[config.mk]
export PLATFORM = sky130hd
export DESIGN_NAME = hotswap_fault_status_regs
export DESIGN_NICKNAME = d
export VERILOG_FILES = /design/src/logic/hotswap_fault_pkg.sv /design/src/logic/fault_flag_if.sv /design/src/logic/hotswap_fault_status_regs.sv /design/src/logic/sticky_bank.sv /design/src/logic/sync2.sv
export SDC_FILE = /design/constraint.sdc
export NUM_CORES = 1
export LEC_CHECK = 0
export BUFFER_PORTS_ARGS = -buffer_cell sky130_fd_sc_hd__buf_2
export CAP_MARGIN = 0
export CORE_UTILIZATION = 30
export CTS_BUF_LIST = sky130_fd_sc_hd__clkbuf_4
export CTS_CLUSTER_DIAMETER = 100
export DETAILED_ROUTE_END_ITERATION = 10
export SLEW_MARGIN = 20
export SYNTH_ARGS = -nofsm -noshare
export SYNTH_HDL_FRONTEND = slang
export SYNTH_SLANG_ARGS = --single-unit
export TNS_END_PERCENT = 100
[constraint.sdc]
create_clock -name clk_sys -period 1.25 [get_ports clk_sys]
set_clock_uncertainty 0.15 [all_clocks]
set_input_delay 0.25 -clock clk_sys [delete_from_list [all_inputs] [get_ports clk_sys]]
set_output_delay 0.25 -clock clk_sys [all_outputs]
set_load 0.1 [all_outputs]
[src/logic/hotswap_fault_pkg.sv]
// Constants shared by the hot-swap fault status register bank
package hotswap_fault_pkg;
    // Command codes at which the two status registers answer
    localparam logic [7:0] CMD_COMM_FAULT = 8'h7E;
    localparam logic [7:0] CMD_VENDOR_FAULT = 8'h80;
    // Values after reset
    localparam logic [7:0] COMM_FAULT_RESET = 8'h00;
    localparam logic [7:0] VENDOR_FAULT_RESET = 8'h00;
    localparam logic [7:0] UNMAPPED_READ = 8'h00;
    // Field positions in the communication fault register
    localparam int BIT_BAD_COMMAND = 7;
    localparam int BIT_BAD_PAYLOAD = 6;
    localparam int BIT_PACKET_CHECK = 5;
    localparam int BIT_TRIM_STORE = 4;
    localparam int BIT_MISC_BUS = 1;
    // Field positions in the vendor fault register
    localparam int BIT_PASS_HEALTH = 7;
    localparam int BIT_UV_LIVE = 6;
    localparam int BIT_OV_LIVE = 5;
    localparam int BIT_SHORT_CIRCUIT = 4;
    localparam int BIT_CURRENT_LIMIT = 3;
    localparam int CAUSE_MSB = 2;
    // Encodings of the last shutdown reason field
    localparam logic [2:0] CAUSE_NONE = 3'h0;
    localparam logic [2:0] CAUSE_OVERTEMP = 3'h1;
    localparam logic [2:0] CAUSE_TIMED_OC = 3'h2;
    localparam logic [2:0] CAUSE_PASS_HEALTH = 3'h3;
    localparam logic [2:0] CAUSE_UNDERVOLT = 3'h4;
    localparam logic [2:0] CAUSE_OVERVOLT = 3'h6;
    // Sticky flag counts per register
    localparam int COMM_FLAG_COUNT = 5;
    localparam int VENDOR_FLAG_COUNT = 3;
    // Pin inputs passed through the synchroniser
    localparam int PIN_COUNT = 6;
endpackage

[src/logic/fault_flag_if.sv]
// Carrier between the register logic and a bank of sticky fault flags
`timescale 1ns/1ps
interface fault_flag_if #(parameter int N = 1);
    logic [N-1:0] set_evt; // Set requests, one-cycle pulses or levels held high
    logic clear; // Clear all flags of the bank
    logic [N-1:0] flags; // Present flag values
    modport bank(input set_evt, input clear, output flags);
    modport user(output set_evt, output clear, input flags);
endinterface

[src/logic/hotswap_fault_status_regs.sv]
// Communication and vendor fault status registers of the hot-swap controller
`timescale 1ns/1ps
module hotswap_fault_status_regs (
    input wire logic clk_sys,
    input wire logic sys_rst,
    input wire logic ce,
    // Register read port from the bus interface
    input wire logic rd_en,
    input wire logic [7:0] rd_cmd,
    output logic [7:0] rd_data,
    output logic rd_valid,
    // Clear of all status registers
    input wire logic clear_status,
    // Bus interface events, one-cycle pulses on this clock
    input wire logic bad_command_evt,
    input wire logic bad_payload_evt,
    input wire logic packet_check_evt,
    input wire logic misc_bus_evt,
    input wire logic trim_store_corrupt_evt,
    // Protection circuit levels, asynchronous to this clock
    input wire logic pass_health_pin,
    input wire logic short_circuit_pin,
    input wire logic current_limit_pin,
    input wire logic uv_comparator_pin,
    input wire logic ov_comparator_pin,
    input wire logic gate_request_pin,
    // Shutdown sequencer pulses, on this clock
    input wire logic overtemp_shutdown_evt,
    input wire logic timed_oc_shutdown_evt,
    input wire logic pass_health_shutdown_evt,
    input wire logic undervolt_shutdown_evt,
    input wire logic overvolt_shutdown_evt,
    // Gate drive permission toward the FET driver
    output logic gate_drive_en
);
    logic [hotswap_fault_pkg::PIN_COUNT-1:0] pins_raw; // Gathered pin levels
    logic [hotswap_fault_pkg::PIN_COUNT-1:0] pins_sync; // After two flops
    logic pass_health_live; // Synchronised health monitor level
    logic short_circuit_live; // Synchronised short circuit detector
    logic current_limit_live; // Synchronised limiting indicator
    logic undervoltage_comparator_live; // Synchronised UV comparator
    logic overvoltage_comparator_live; // Synchronised OV comparator
    logic gate_request_live; // Synchronised gate request
    logic [2:0] shutdown_reason_reg; // Last shutdown reason
    logic [2:0] shutdown_reason_next;
    logic [7:0] comm_memory_fault_status; // Assembled read value
    logic [7:0] vendor_fault_status; // Assembled read value
    logic [7:0] rd_data_next;
    logic gate_drive_next;
    logic any_shutdown; // Any shutdown pulse this cycle

    fault_flag_if #(.N(hotswap_fault_pkg::COMM_FLAG_COUNT)) comm_bus ();
    fault_flag_if #(.N(hotswap_fault_pkg::VENDOR_FLAG_COUNT)) vendor_bus ();

    // All protection levels cross into this domain together
    assign pins_raw = {gate_request_pin, ov_comparator_pin, uv_comparator_pin,
                       current_limit_pin, short_circuit_pin, pass_health_pin};

    sync2 #(.W(hotswap_fault_pkg::PIN_COUNT)) pin_sync (
        .clk_sys(clk_sys),
        .sys_rst(sys_rst),
        .ce(ce),
        .async_in(pins_raw),
        .sync_out(pins_sync)
    );

    assign pass_health_live = pins_sync[0];
    assign short_circuit_live = pins_sync[1];
    assign current_limit_live = pins_sync[2];
    assign undervoltage_comparator_live = pins_sync[3];
    assign overvoltage_comparator_live = pins_sync[4];
    assign gate_request_live = pins_sync[5];

    // Communication flag sets: command, payload, check, trim, misc
    assign comm_bus.set_evt = {bad_command_evt,
                               bad_payload_evt,
                               packet_check_evt,
                               trim_store_corrupt_evt,
                               misc_bus_evt};
    assign comm_bus.clear = clear_status;

    sticky_bank #(.N(hotswap_fault_pkg::COMM_FLAG_COUNT)) comm_flags (
        .clk_sys(clk_sys),
        .sys_rst(sys_rst),
        .ce(ce),
        .flag_bus(comm_bus)
    );

    // Vendor flag sets: health, short circuit, limiting; levels latch while high
    assign vendor_bus.set_evt = {pass_health_live,
                                 short_circuit_live,
                                 current_limit_live};
    assign vendor_bus.clear = clear_status;

    sticky_bank #(.N(hotswap_fault_pkg::VENDOR_FLAG_COUNT)) vendor_flags (
        .clk_sys(clk_sys),
        .sys_rst(sys_rst),
        .ce(ce),
        .flag_bus(vendor_bus)
    );

    assign any_shutdown = overtemp_shutdown_evt | timed_oc_shutdown_evt |
                          pass_health_shutdown_evt | undervolt_shutdown_evt |
                          overvolt_shutdown_evt;

    // Reason chooser; a commanded turn-off is not a fault and records nothing
    always_comb begin
        shutdown_reason_next = shutdown_reason_reg;
        if (clear_status) begin
            shutdown_reason_next = hotswap_fault_pkg::CAUSE_NONE;
        end
        // Shutdown wins over a clear; voltage faults rank above the others
        if (overvolt_shutdown_evt) begin
            shutdown_reason_next = hotswap_fault_pkg::CAUSE_OVERVOLT;
        end else if (undervolt_shutdown_evt) begin
            shutdown_reason_next = hotswap_fault_pkg::CAUSE_UNDERVOLT;
        end else if (pass_health_shutdown_evt) begin
            shutdown_reason_next = hotswap_fault_pkg::CAUSE_PASS_HEALTH;
        end else if (timed_oc_shutdown_evt) begin
            shutdown_reason_next = hotswap_fault_pkg::CAUSE_TIMED_OC;
        end else if (overtemp_shutdown_evt) begin
            shutdown_reason_next = hotswap_fault_pkg::CAUSE_OVERTEMP;
        end
    end

    // Reason register holds until a status clear or a new shutdown pulse
    always_ff @(posedge clk_sys) begin
        if (sys_rst) begin
            shutdown_reason_reg <= hotswap_fault_pkg::CAUSE_NONE;
        end else if (ce) begin
            shutdown_reason_reg <= shutdown_reason_next;
        end
    end

    // Communication register image; reserved bits stay zero
    always_comb begin
        comm_memory_fault_status = hotswap_fault_pkg::COMM_FAULT_RESET;
        comm_memory_fault_status[hotswap_fault_pkg::BIT_BAD_COMMAND] = comm_bus.flags[4];
        comm_memory_fault_status[hotswap_fault_pkg::BIT_BAD_PAYLOAD] = comm_bus.flags[3];
        comm_memory_fault_status[hotswap_fault_pkg::BIT_PACKET_CHECK] = comm_bus.flags[2];
        comm_memory_fault_status[hotswap_fault_pkg::BIT_TRIM_STORE] = comm_bus.flags[1];
        comm_memory_fault_status[hotswap_fault_pkg::BIT_MISC_BUS] = comm_bus.flags[0];
    end

    // Vendor register image; comparator bits are live, not latched
    always_comb begin
        vendor_fault_status = hotswap_fault_pkg::VENDOR_FAULT_RESET;
        vendor_fault_status[hotswap_fault_pkg::BIT_PASS_HEALTH] = vendor_bus.flags[2];
        vendor_fault_status[hotswap_fault_pkg::BIT_UV_LIVE] =
            undervoltage_comparator_live;
        vendor_fault_status[hotswap_fault_pkg::BIT_OV_LIVE] =
            overvoltage_comparator_live;
        vendor_fault_status[hotswap_fault_pkg::BIT_SHORT_CIRCUIT] = vendor_bus.flags[1];
        vendor_fault_status[hotswap_fault_pkg::BIT_CURRENT_LIMIT] = vendor_bus.flags[0];
        vendor_fault_status[hotswap_fault_pkg::CAUSE_MSB:0] = shutdown_reason_reg;
    end

    // Read decode; anything else answers zero and changes nothing
    always_comb begin
        unique case (rd_cmd)
            hotswap_fault_pkg::CMD_COMM_FAULT: begin
                rd_data_next = comm_memory_fault_status;
            end
            hotswap_fault_pkg::CMD_VENDOR_FAULT: begin
                rd_data_next = vendor_fault_status;
            end
            default: begin
                rd_data_next = hotswap_fault_pkg::UNMAPPED_READ;
            end
        endcase
    end

    // Read answer one cycle after the request, valid for one cycle
    always_ff @(posedge clk_sys) begin
        if (sys_rst) begin
            rd_data <= hotswap_fault_pkg::UNMAPPED_READ;
            rd_valid <= 1'b0;
        end else if (ce) begin
            rd_valid <= rd_en;
            if (rd_en) begin
                rd_data <= rd_data_next;
            end
        end
    end

    // Gate is refused the same edge a trim fault lands, and stays refused until a status clear
    assign gate_drive_next = gate_request_live & ~comm_bus.flags[1] &
                             ~trim_store_corrupt_evt;

    // Registered gate permission; trim fault survives only until cleared
    always_ff @(posedge clk_sys) begin
        if (sys_rst) begin
            gate_drive_en <= 1'b0;
        end else if (ce) begin
            gate_drive_en <= gate_drive_next;
        end
    end
endmodule

[src/logic/sticky_bank.sv]
// Bank of sticky flags where a set wins over a clear in the same cycle
`timescale 1ns/1ps
module sticky_bank #(
    parameter int N = 1
) (
    input wire logic clk_sys,
    input wire logic sys_rst,
    input wire logic ce,
    fault_flag_if.bank flag_bus
);
    logic [N-1:0] flags_reg; // Latched flags

    // Set has priority so an event landing on a clear is never lost
    always_ff @(posedge clk_sys) begin
        if (sys_rst) begin
            flags_reg <= '0;
        end else if (ce) begin
            flags_reg <= flag_bus.set_evt | (flags_reg & {N{~flag_bus.clear}});
        end
    end

    assign flag_bus.flags = flags_reg;
endmodule

[src/logic/sync2.sv]
// Two-stage synchroniser for inputs arriving from outside the clock domain
`timescale 1ns/1ps
module sync2 #(
    parameter int W = 1
) (
    input wire logic clk_sys,
    input wire logic sys_rst,
    input wire logic ce,
    input wire logic [W-1:0] async_in,
    output logic [W-1:0] sync_out
);
    logic [W-1:0] stage1_reg; // Read by the second stage only
    logic [W-1:0] stage2_reg; // Safe to use downstream

    // Both stages freeze with the clock enable, like the rest of the block
    always_ff @(posedge clk_sys) begin
        if (sys_rst) begin
            stage1_reg <= '0;
            stage2_reg <= '0;
        end else if (ce) begin
            stage1_reg <= async_in;
            stage2_reg <= stage1_reg;
        end
    end

    assign sync_out = stage2_reg;
endmodule

* Yosys cells after proc, flatten, opt, wreduce, memory -nomap -nowiden
Cells that the tools add are included.
Storage, ports and cells: register bits 33, input port bits 29, output and inout port bits 10
Operators by class: eq/ne operators 2, mux-type cells 7, bitwise gates (word level) 9, reduce and logical (&&, ||, !) cells 3
Operator list (number):
- 3-bit 2-to-1 mux | 6
- 8-bit one-hot mux with 2 select lines | 1
- 8-bit by 7-bit == test with 1-bit output, second input constant | 1
- 8-bit == test, second input constant | 1
- 6-bit nonzero test | 1
- 5-bit bitwise AND | 1
- 5-bit bitwise OR | 1
- 2-bit AND reduction | 2
- 3-bit bitwise AND | 1
- 1-bit NOT | 3
- 3-bit bitwise OR | 1
- 1-bit bitwise AND | 2

* Longest topological paths before layout
depth in word-level cells 6, depth in mapped cells 5, depth with buffers taken out 3

* Hierarchy
Synthesis repeated with hierarchy kept, for this count alone.
Second synthesis, totals: cell total of the unflattened synthesis 134, area, all modules 1381.3 µm²
By module, submodules not included:
- hotswap_fault_status_regs | instances 1, cells an instance 62, area each 640.6 µm², sequential area each 260.2 µm²
- sync2 | instances 1, cells an instance 38, area each 420.4 µm², sequential area each 240.2 µm²
- sticky_bank (comm_flags) | instances 1, cells an instance 22, area each 203.9 µm², sequential area each 100.1 µm²
- sticky_bank (vendor_flags) | instances 1, cells an instance 12, area each 116.4 µm², sequential area each 60.1 µm²

* Worst setup path after synthesis
Ideal clock, no wire load.
kind register to register, start point register, netlist name rd_valid, end point register rd_valid, arrival 1175 ps, required time 1030 ps, slack -145 ps, cell stages (with the launch flop) 3, path buffers 0, cell sequence dfxtp_1 -> nand2b_1 -> a21oi_1
RTL lines:
- to (signal assigned) | RTL line hotswap_fault_status_regs.sv:179 | rd_valid <= rd_en;
- to (decl) | RTL line hotswap_fault_status_regs.sv:11 | output logic rd_valid,

* Worst setup path after layout
start point register rd_data[4], end point output port rd_data[4]
RTL lines:
- from (decl) | RTL line hotswap_fault_status_regs.sv:10 | output logic [7:0] rd_data,
- from (signal assigned) | RTL line hotswap_fault_status_regs.sv:176 | rd_data <= hotswap_fault_pkg::UNMAPPED_READ;
- from (signal assigned) | RTL line hotswap_fault_status_regs.sv:181 | rd_data <= rd_data_next;
No word-level cell between the ends.

==> PnR_summary.wiki <==
{| class="wikitable"
! Metric !! Value
|-
| Core area || 4120 sq um
|-
| Initial antenna violation count || 0
|-
| Run status || complete, but fails checks
|-
| H-tree depth reported by CTS || 2
|-
| Layout area overhead || 45.1%
|-
| Remaining routing DRC violations || 0
|-
| Remaining max-slew budget at the tightest pin || 0.775
|-
| Maximum number of buffers from clock root to sink || 2
|-
| Post-Place Cells || 229
|-
| Number of cells on the worst hold path || 3
|-
| Maximum fanout count along the critical path || 2
|-
| Count of nets left with antenna violations after detail routing || 0
|-
| Avg WL per Cell || 12.2 microns
|-
| Layout cells sized above 1 || 0.366
|-
| Number of setup violations in the final report || 10
|-
| Finished Cell Area || 1930 sq um
|-
| Standard-cell rows || 23
|-
| Detailed Route Iter0 Violations || 79
|-
| Placement-stage cell area || 1760 sq um
|-
| Detailed-route via count || 1184
|-
| Max reg flops || 8
|-
| Tcrit/Tclk final || 1.05
|-
| Routability congestion estimate || 0.747
|-
| Power per Cell Area || 1220 nW/um^2
|-
| Crit path kind || flop to primary output
|-
| Worst min path class || input port to flop
|-
| Final Net Count || 222
|-
| Clock tree from TritonCTS || yes
|-
| Via/cell ratio || 4.85
|-
| Overall routed net length || 2.97 mm
|-
| Worst supply voltage drop on vdd || 0.576 mV
|-
| Netlist Area Pre-Place || 1330 sq um
|-
| Static Leakage || 0.826 nW
|-
| Number of max-slew violations in the final report || 0
|-
| Number of buffers inserted during clock tree synthesis || 5
|-
| Total global routing track utilization || 0.137
|-
| Total power consumption of the routed design || 2.35 mW
|-
| Non-filler cells, final || 244
|-
| Count of clock tree sinks || 33
|-
| Ant. Diodes || 0
|-
| Standard cell with the maximum stage delay on the critical path || sky130_fd_sc_hd__dfxtp_2
|-
| Arrival time of the worst setup path || 0.91 ns
|-
| X dimension of the die || 68.6 microns
|-
| Wire length of the first global-routing pass || 4.54 mm
|-
| Per-instance average area after synthesis || 9.51 sq um
|-
| Final Hold Viols || 0
|-
| Setup repair after global routing missed its margin || yes
|-
| Register bit count reported by yosys || 33
|-
| Commonest cells after routing, fill and taps aside || sky130_fd_sc_hd__buf_2 (28), sky130_fd_sc_hd__dfxtp_1 (23), sky130_fd_sc_hd__nor2_1 (21)
|-
| Post-Synthesis Cells || 140
|-
| Share of the yosys chip area belonging to registers || 0.496
|-
| Count of unique library cells instantiated by Yosys || 24
|-
| Worst setup EP type || primary output
|-
| CP Launch Type || flop
|-
| Effective utilization at floorplan || 0.324
|-
| Die footprint || 4710 sq um
|-
| Post-Synthesis Net Count || 169
|-
| Port Buf Inserts || 38
|-
| Ports placed on the boundary || 39
|-
| Final critical path time including I/O delays and setup || 1.31 ns
|-
| Max-capacitance violation count || 0
|-
| Violations in the final reports || negative setup slack
|-
| Number of warning messages in the yosys log || 0
|-
| Clock transition at the registers of the reported paths || 0.11 ns
|-
| Die height || 68.6 microns
|-
| Worst EP required || 0.85 ns
|-
| Number of global-route vias before repair || 1037
|-
| Source-to-sink clock delay at the later pin of the worst-skew pair || 0.35 ns
|-
| Maximum cell stage delay along the critical path || 0.38 ns
|-
| HPWL after detailed placement || 2.15 mm
|-
| Residual overflow from global routing || 0
|-
| Total number of cells along the worst setup path || 1
|-
| Number of detailed-route iterations in the first pass || 4
|-
| Minimum hold slack || 0.0155 ns
|-
| Root Buffer || sky130_fd_sc_hd__clkbuf_4
|-
| Most common cell after layout, fill and taps aside || sky130_fd_sc_hd__buf_2
|-
| Pin count of the biggest net entering global routing || 17
|-
| Critical path buffers and inverters || 1
|-
| Top delay family on crit path || flip-flops
|-
| Fmax || 765 MHz
|-
| Worst-path cell chain || buf_12
|-
| Slew at the pin with the worst max-slew slack || 0.333 ns
|-
| Post-layout worst setup margin || -0.0566 ns
|-
| Reg2Reg Depth || 3
|}
-- area by class of cell --
class | instances | area, sq um
Clock buffer | 5 | 37.5
Fill cell | 391 | 2180
Multi-Input combinational cell | 99 | 618
Tap cell | 50 | 62.6
Sequential cell | 33 | 673
Timing Repair Buffer | 54 | 475
Clock inverter | 3 | 65.1
-- through the flow --
stage	TNS, ns	setup WS, ns	utilization
CTS	-0.488	-0.0692	0.468
global placement	-0.0343	-0.0134	0.428
global route	-0.667	-0.0997	0.469
detailed placement	-0.0747	-0.0349	0.428
floorplan	0	0.105	-
finish	-0.341	-0.0566	0.469
-- worst min-delay path, cell delays in order --
cell and delay, ns:
sky130_fd_sc_hd__buf_2 0.08, sky130_fd_sc_hd__a22oi_1 0.07, sky130_fd_sc_hd__nor2_1 0.08
-- kinds of logic (layout without fill, tap and decap cells) --
group | after synthesis | count (layout) | share of synthesized area
buf+inv | 8 | 62 | 0.0395
mux | 12 | 12 | 0.0902
simple gates | 63 | 63 | 0.260
compound gates | 24 | 24 | 0.114
flops | 33 | 33 | 0.496
-- metal layers --
layer	vias to the layer above	track usage	wire length, microns
met2	26	0.203	1310
li1	614	-	-
met4	0	0.0703	57
met3	6	0.0543	162
met1	538	0.169	1440
met5	-	0	0
-- cells in the mapped netlist --
master / count / share of area
sky130_fd_sc_hd__o21ai_0: 4 / 0.015
sky130_fd_sc_hd__o31ai_1: 1 / 0.0056
sky130_fd_sc_hd__nand2_1: 13 / 0.037
sky130_fd_sc_hd__nor2_1: 21 / 0.059
sky130_fd_sc_hd__and4b_1: 1 / 0.0075
sky130_fd_sc_hd__clkbuf_8: 1 / 0.010
sky130_fd_sc_hd__nand2b_1: 3 / 0.014
sky130_fd_sc_hd__and4b_2: 1 / 0.0085
sky130_fd_sc_hd__nor4b_4: 1 / 0.018
sky130_fd_sc_hd__nand4_1: 13 / 0.061
sky130_fd_sc_hd__a22oi_1: 8 / 0.045
sky130_fd_sc_hd__dfxtp_1: 33 / 0.50
sky130_fd_sc_hd__nor2b_1: 1 / 0.0047
sky130_fd_sc_hd__clkbuf_1: 2 / 0.0056
sky130_fd_sc_hd__nor4_4: 1 / 0.016
sky130_fd_sc_hd__o41ai_1: 1 / 0.0066
sky130_fd_sc_hd__o21ba_2: 1 / 0.0075
sky130_fd_sc_hd__and3b_1: 1 / 0.0066
sky130_fd_sc_hd__buf_6: 1 / 0.0085
sky130_fd_sc_hd__buf_2: 4 / 0.015
sky130_fd_sc_hd__mux2i_1: 12 / 0.090
sky130_fd_sc_hd__a21oi_1: 9 / 0.034
sky130_fd_sc_hd__and2_2: 1 / 0.0056
sky130_fd_sc_hd__nand3_1: 6 / 0.023
-- path summary, 6_finish.rpt --
check	start	to	slack, ns
min reg2reg	shutdown_reason_reg[0]	shutdown_reason_reg[0]	0.32
min	bad_payload_evt	comm_flags.flag_bus.flags[3]	0.02
max reg2reg	comm_flags.flag_bus.flags[1]	gate_drive_en	0.34
max	rd_data[4]	rd_data[4]	-0.06
-- where the power goes --
group          internal [mW]  leakage [nW]  switching, mW
Clock                  0.619        0.0552          0.377
Combinational          0.120         0.496          0.125
Sequential              1.09         0.274         0.0222
Total                   1.83         0.826          0.525
-- repair_timing --
item | 4_1_cts | 5_1_grt
resized for setup | 0 | 0
hold endpoints to repair | 6 | 0
setup endpoints to repair | 10 | 10
hold buffers | 6 | 0
setup buffers | 0 | 1
Power figures use the tool's default switching activity.
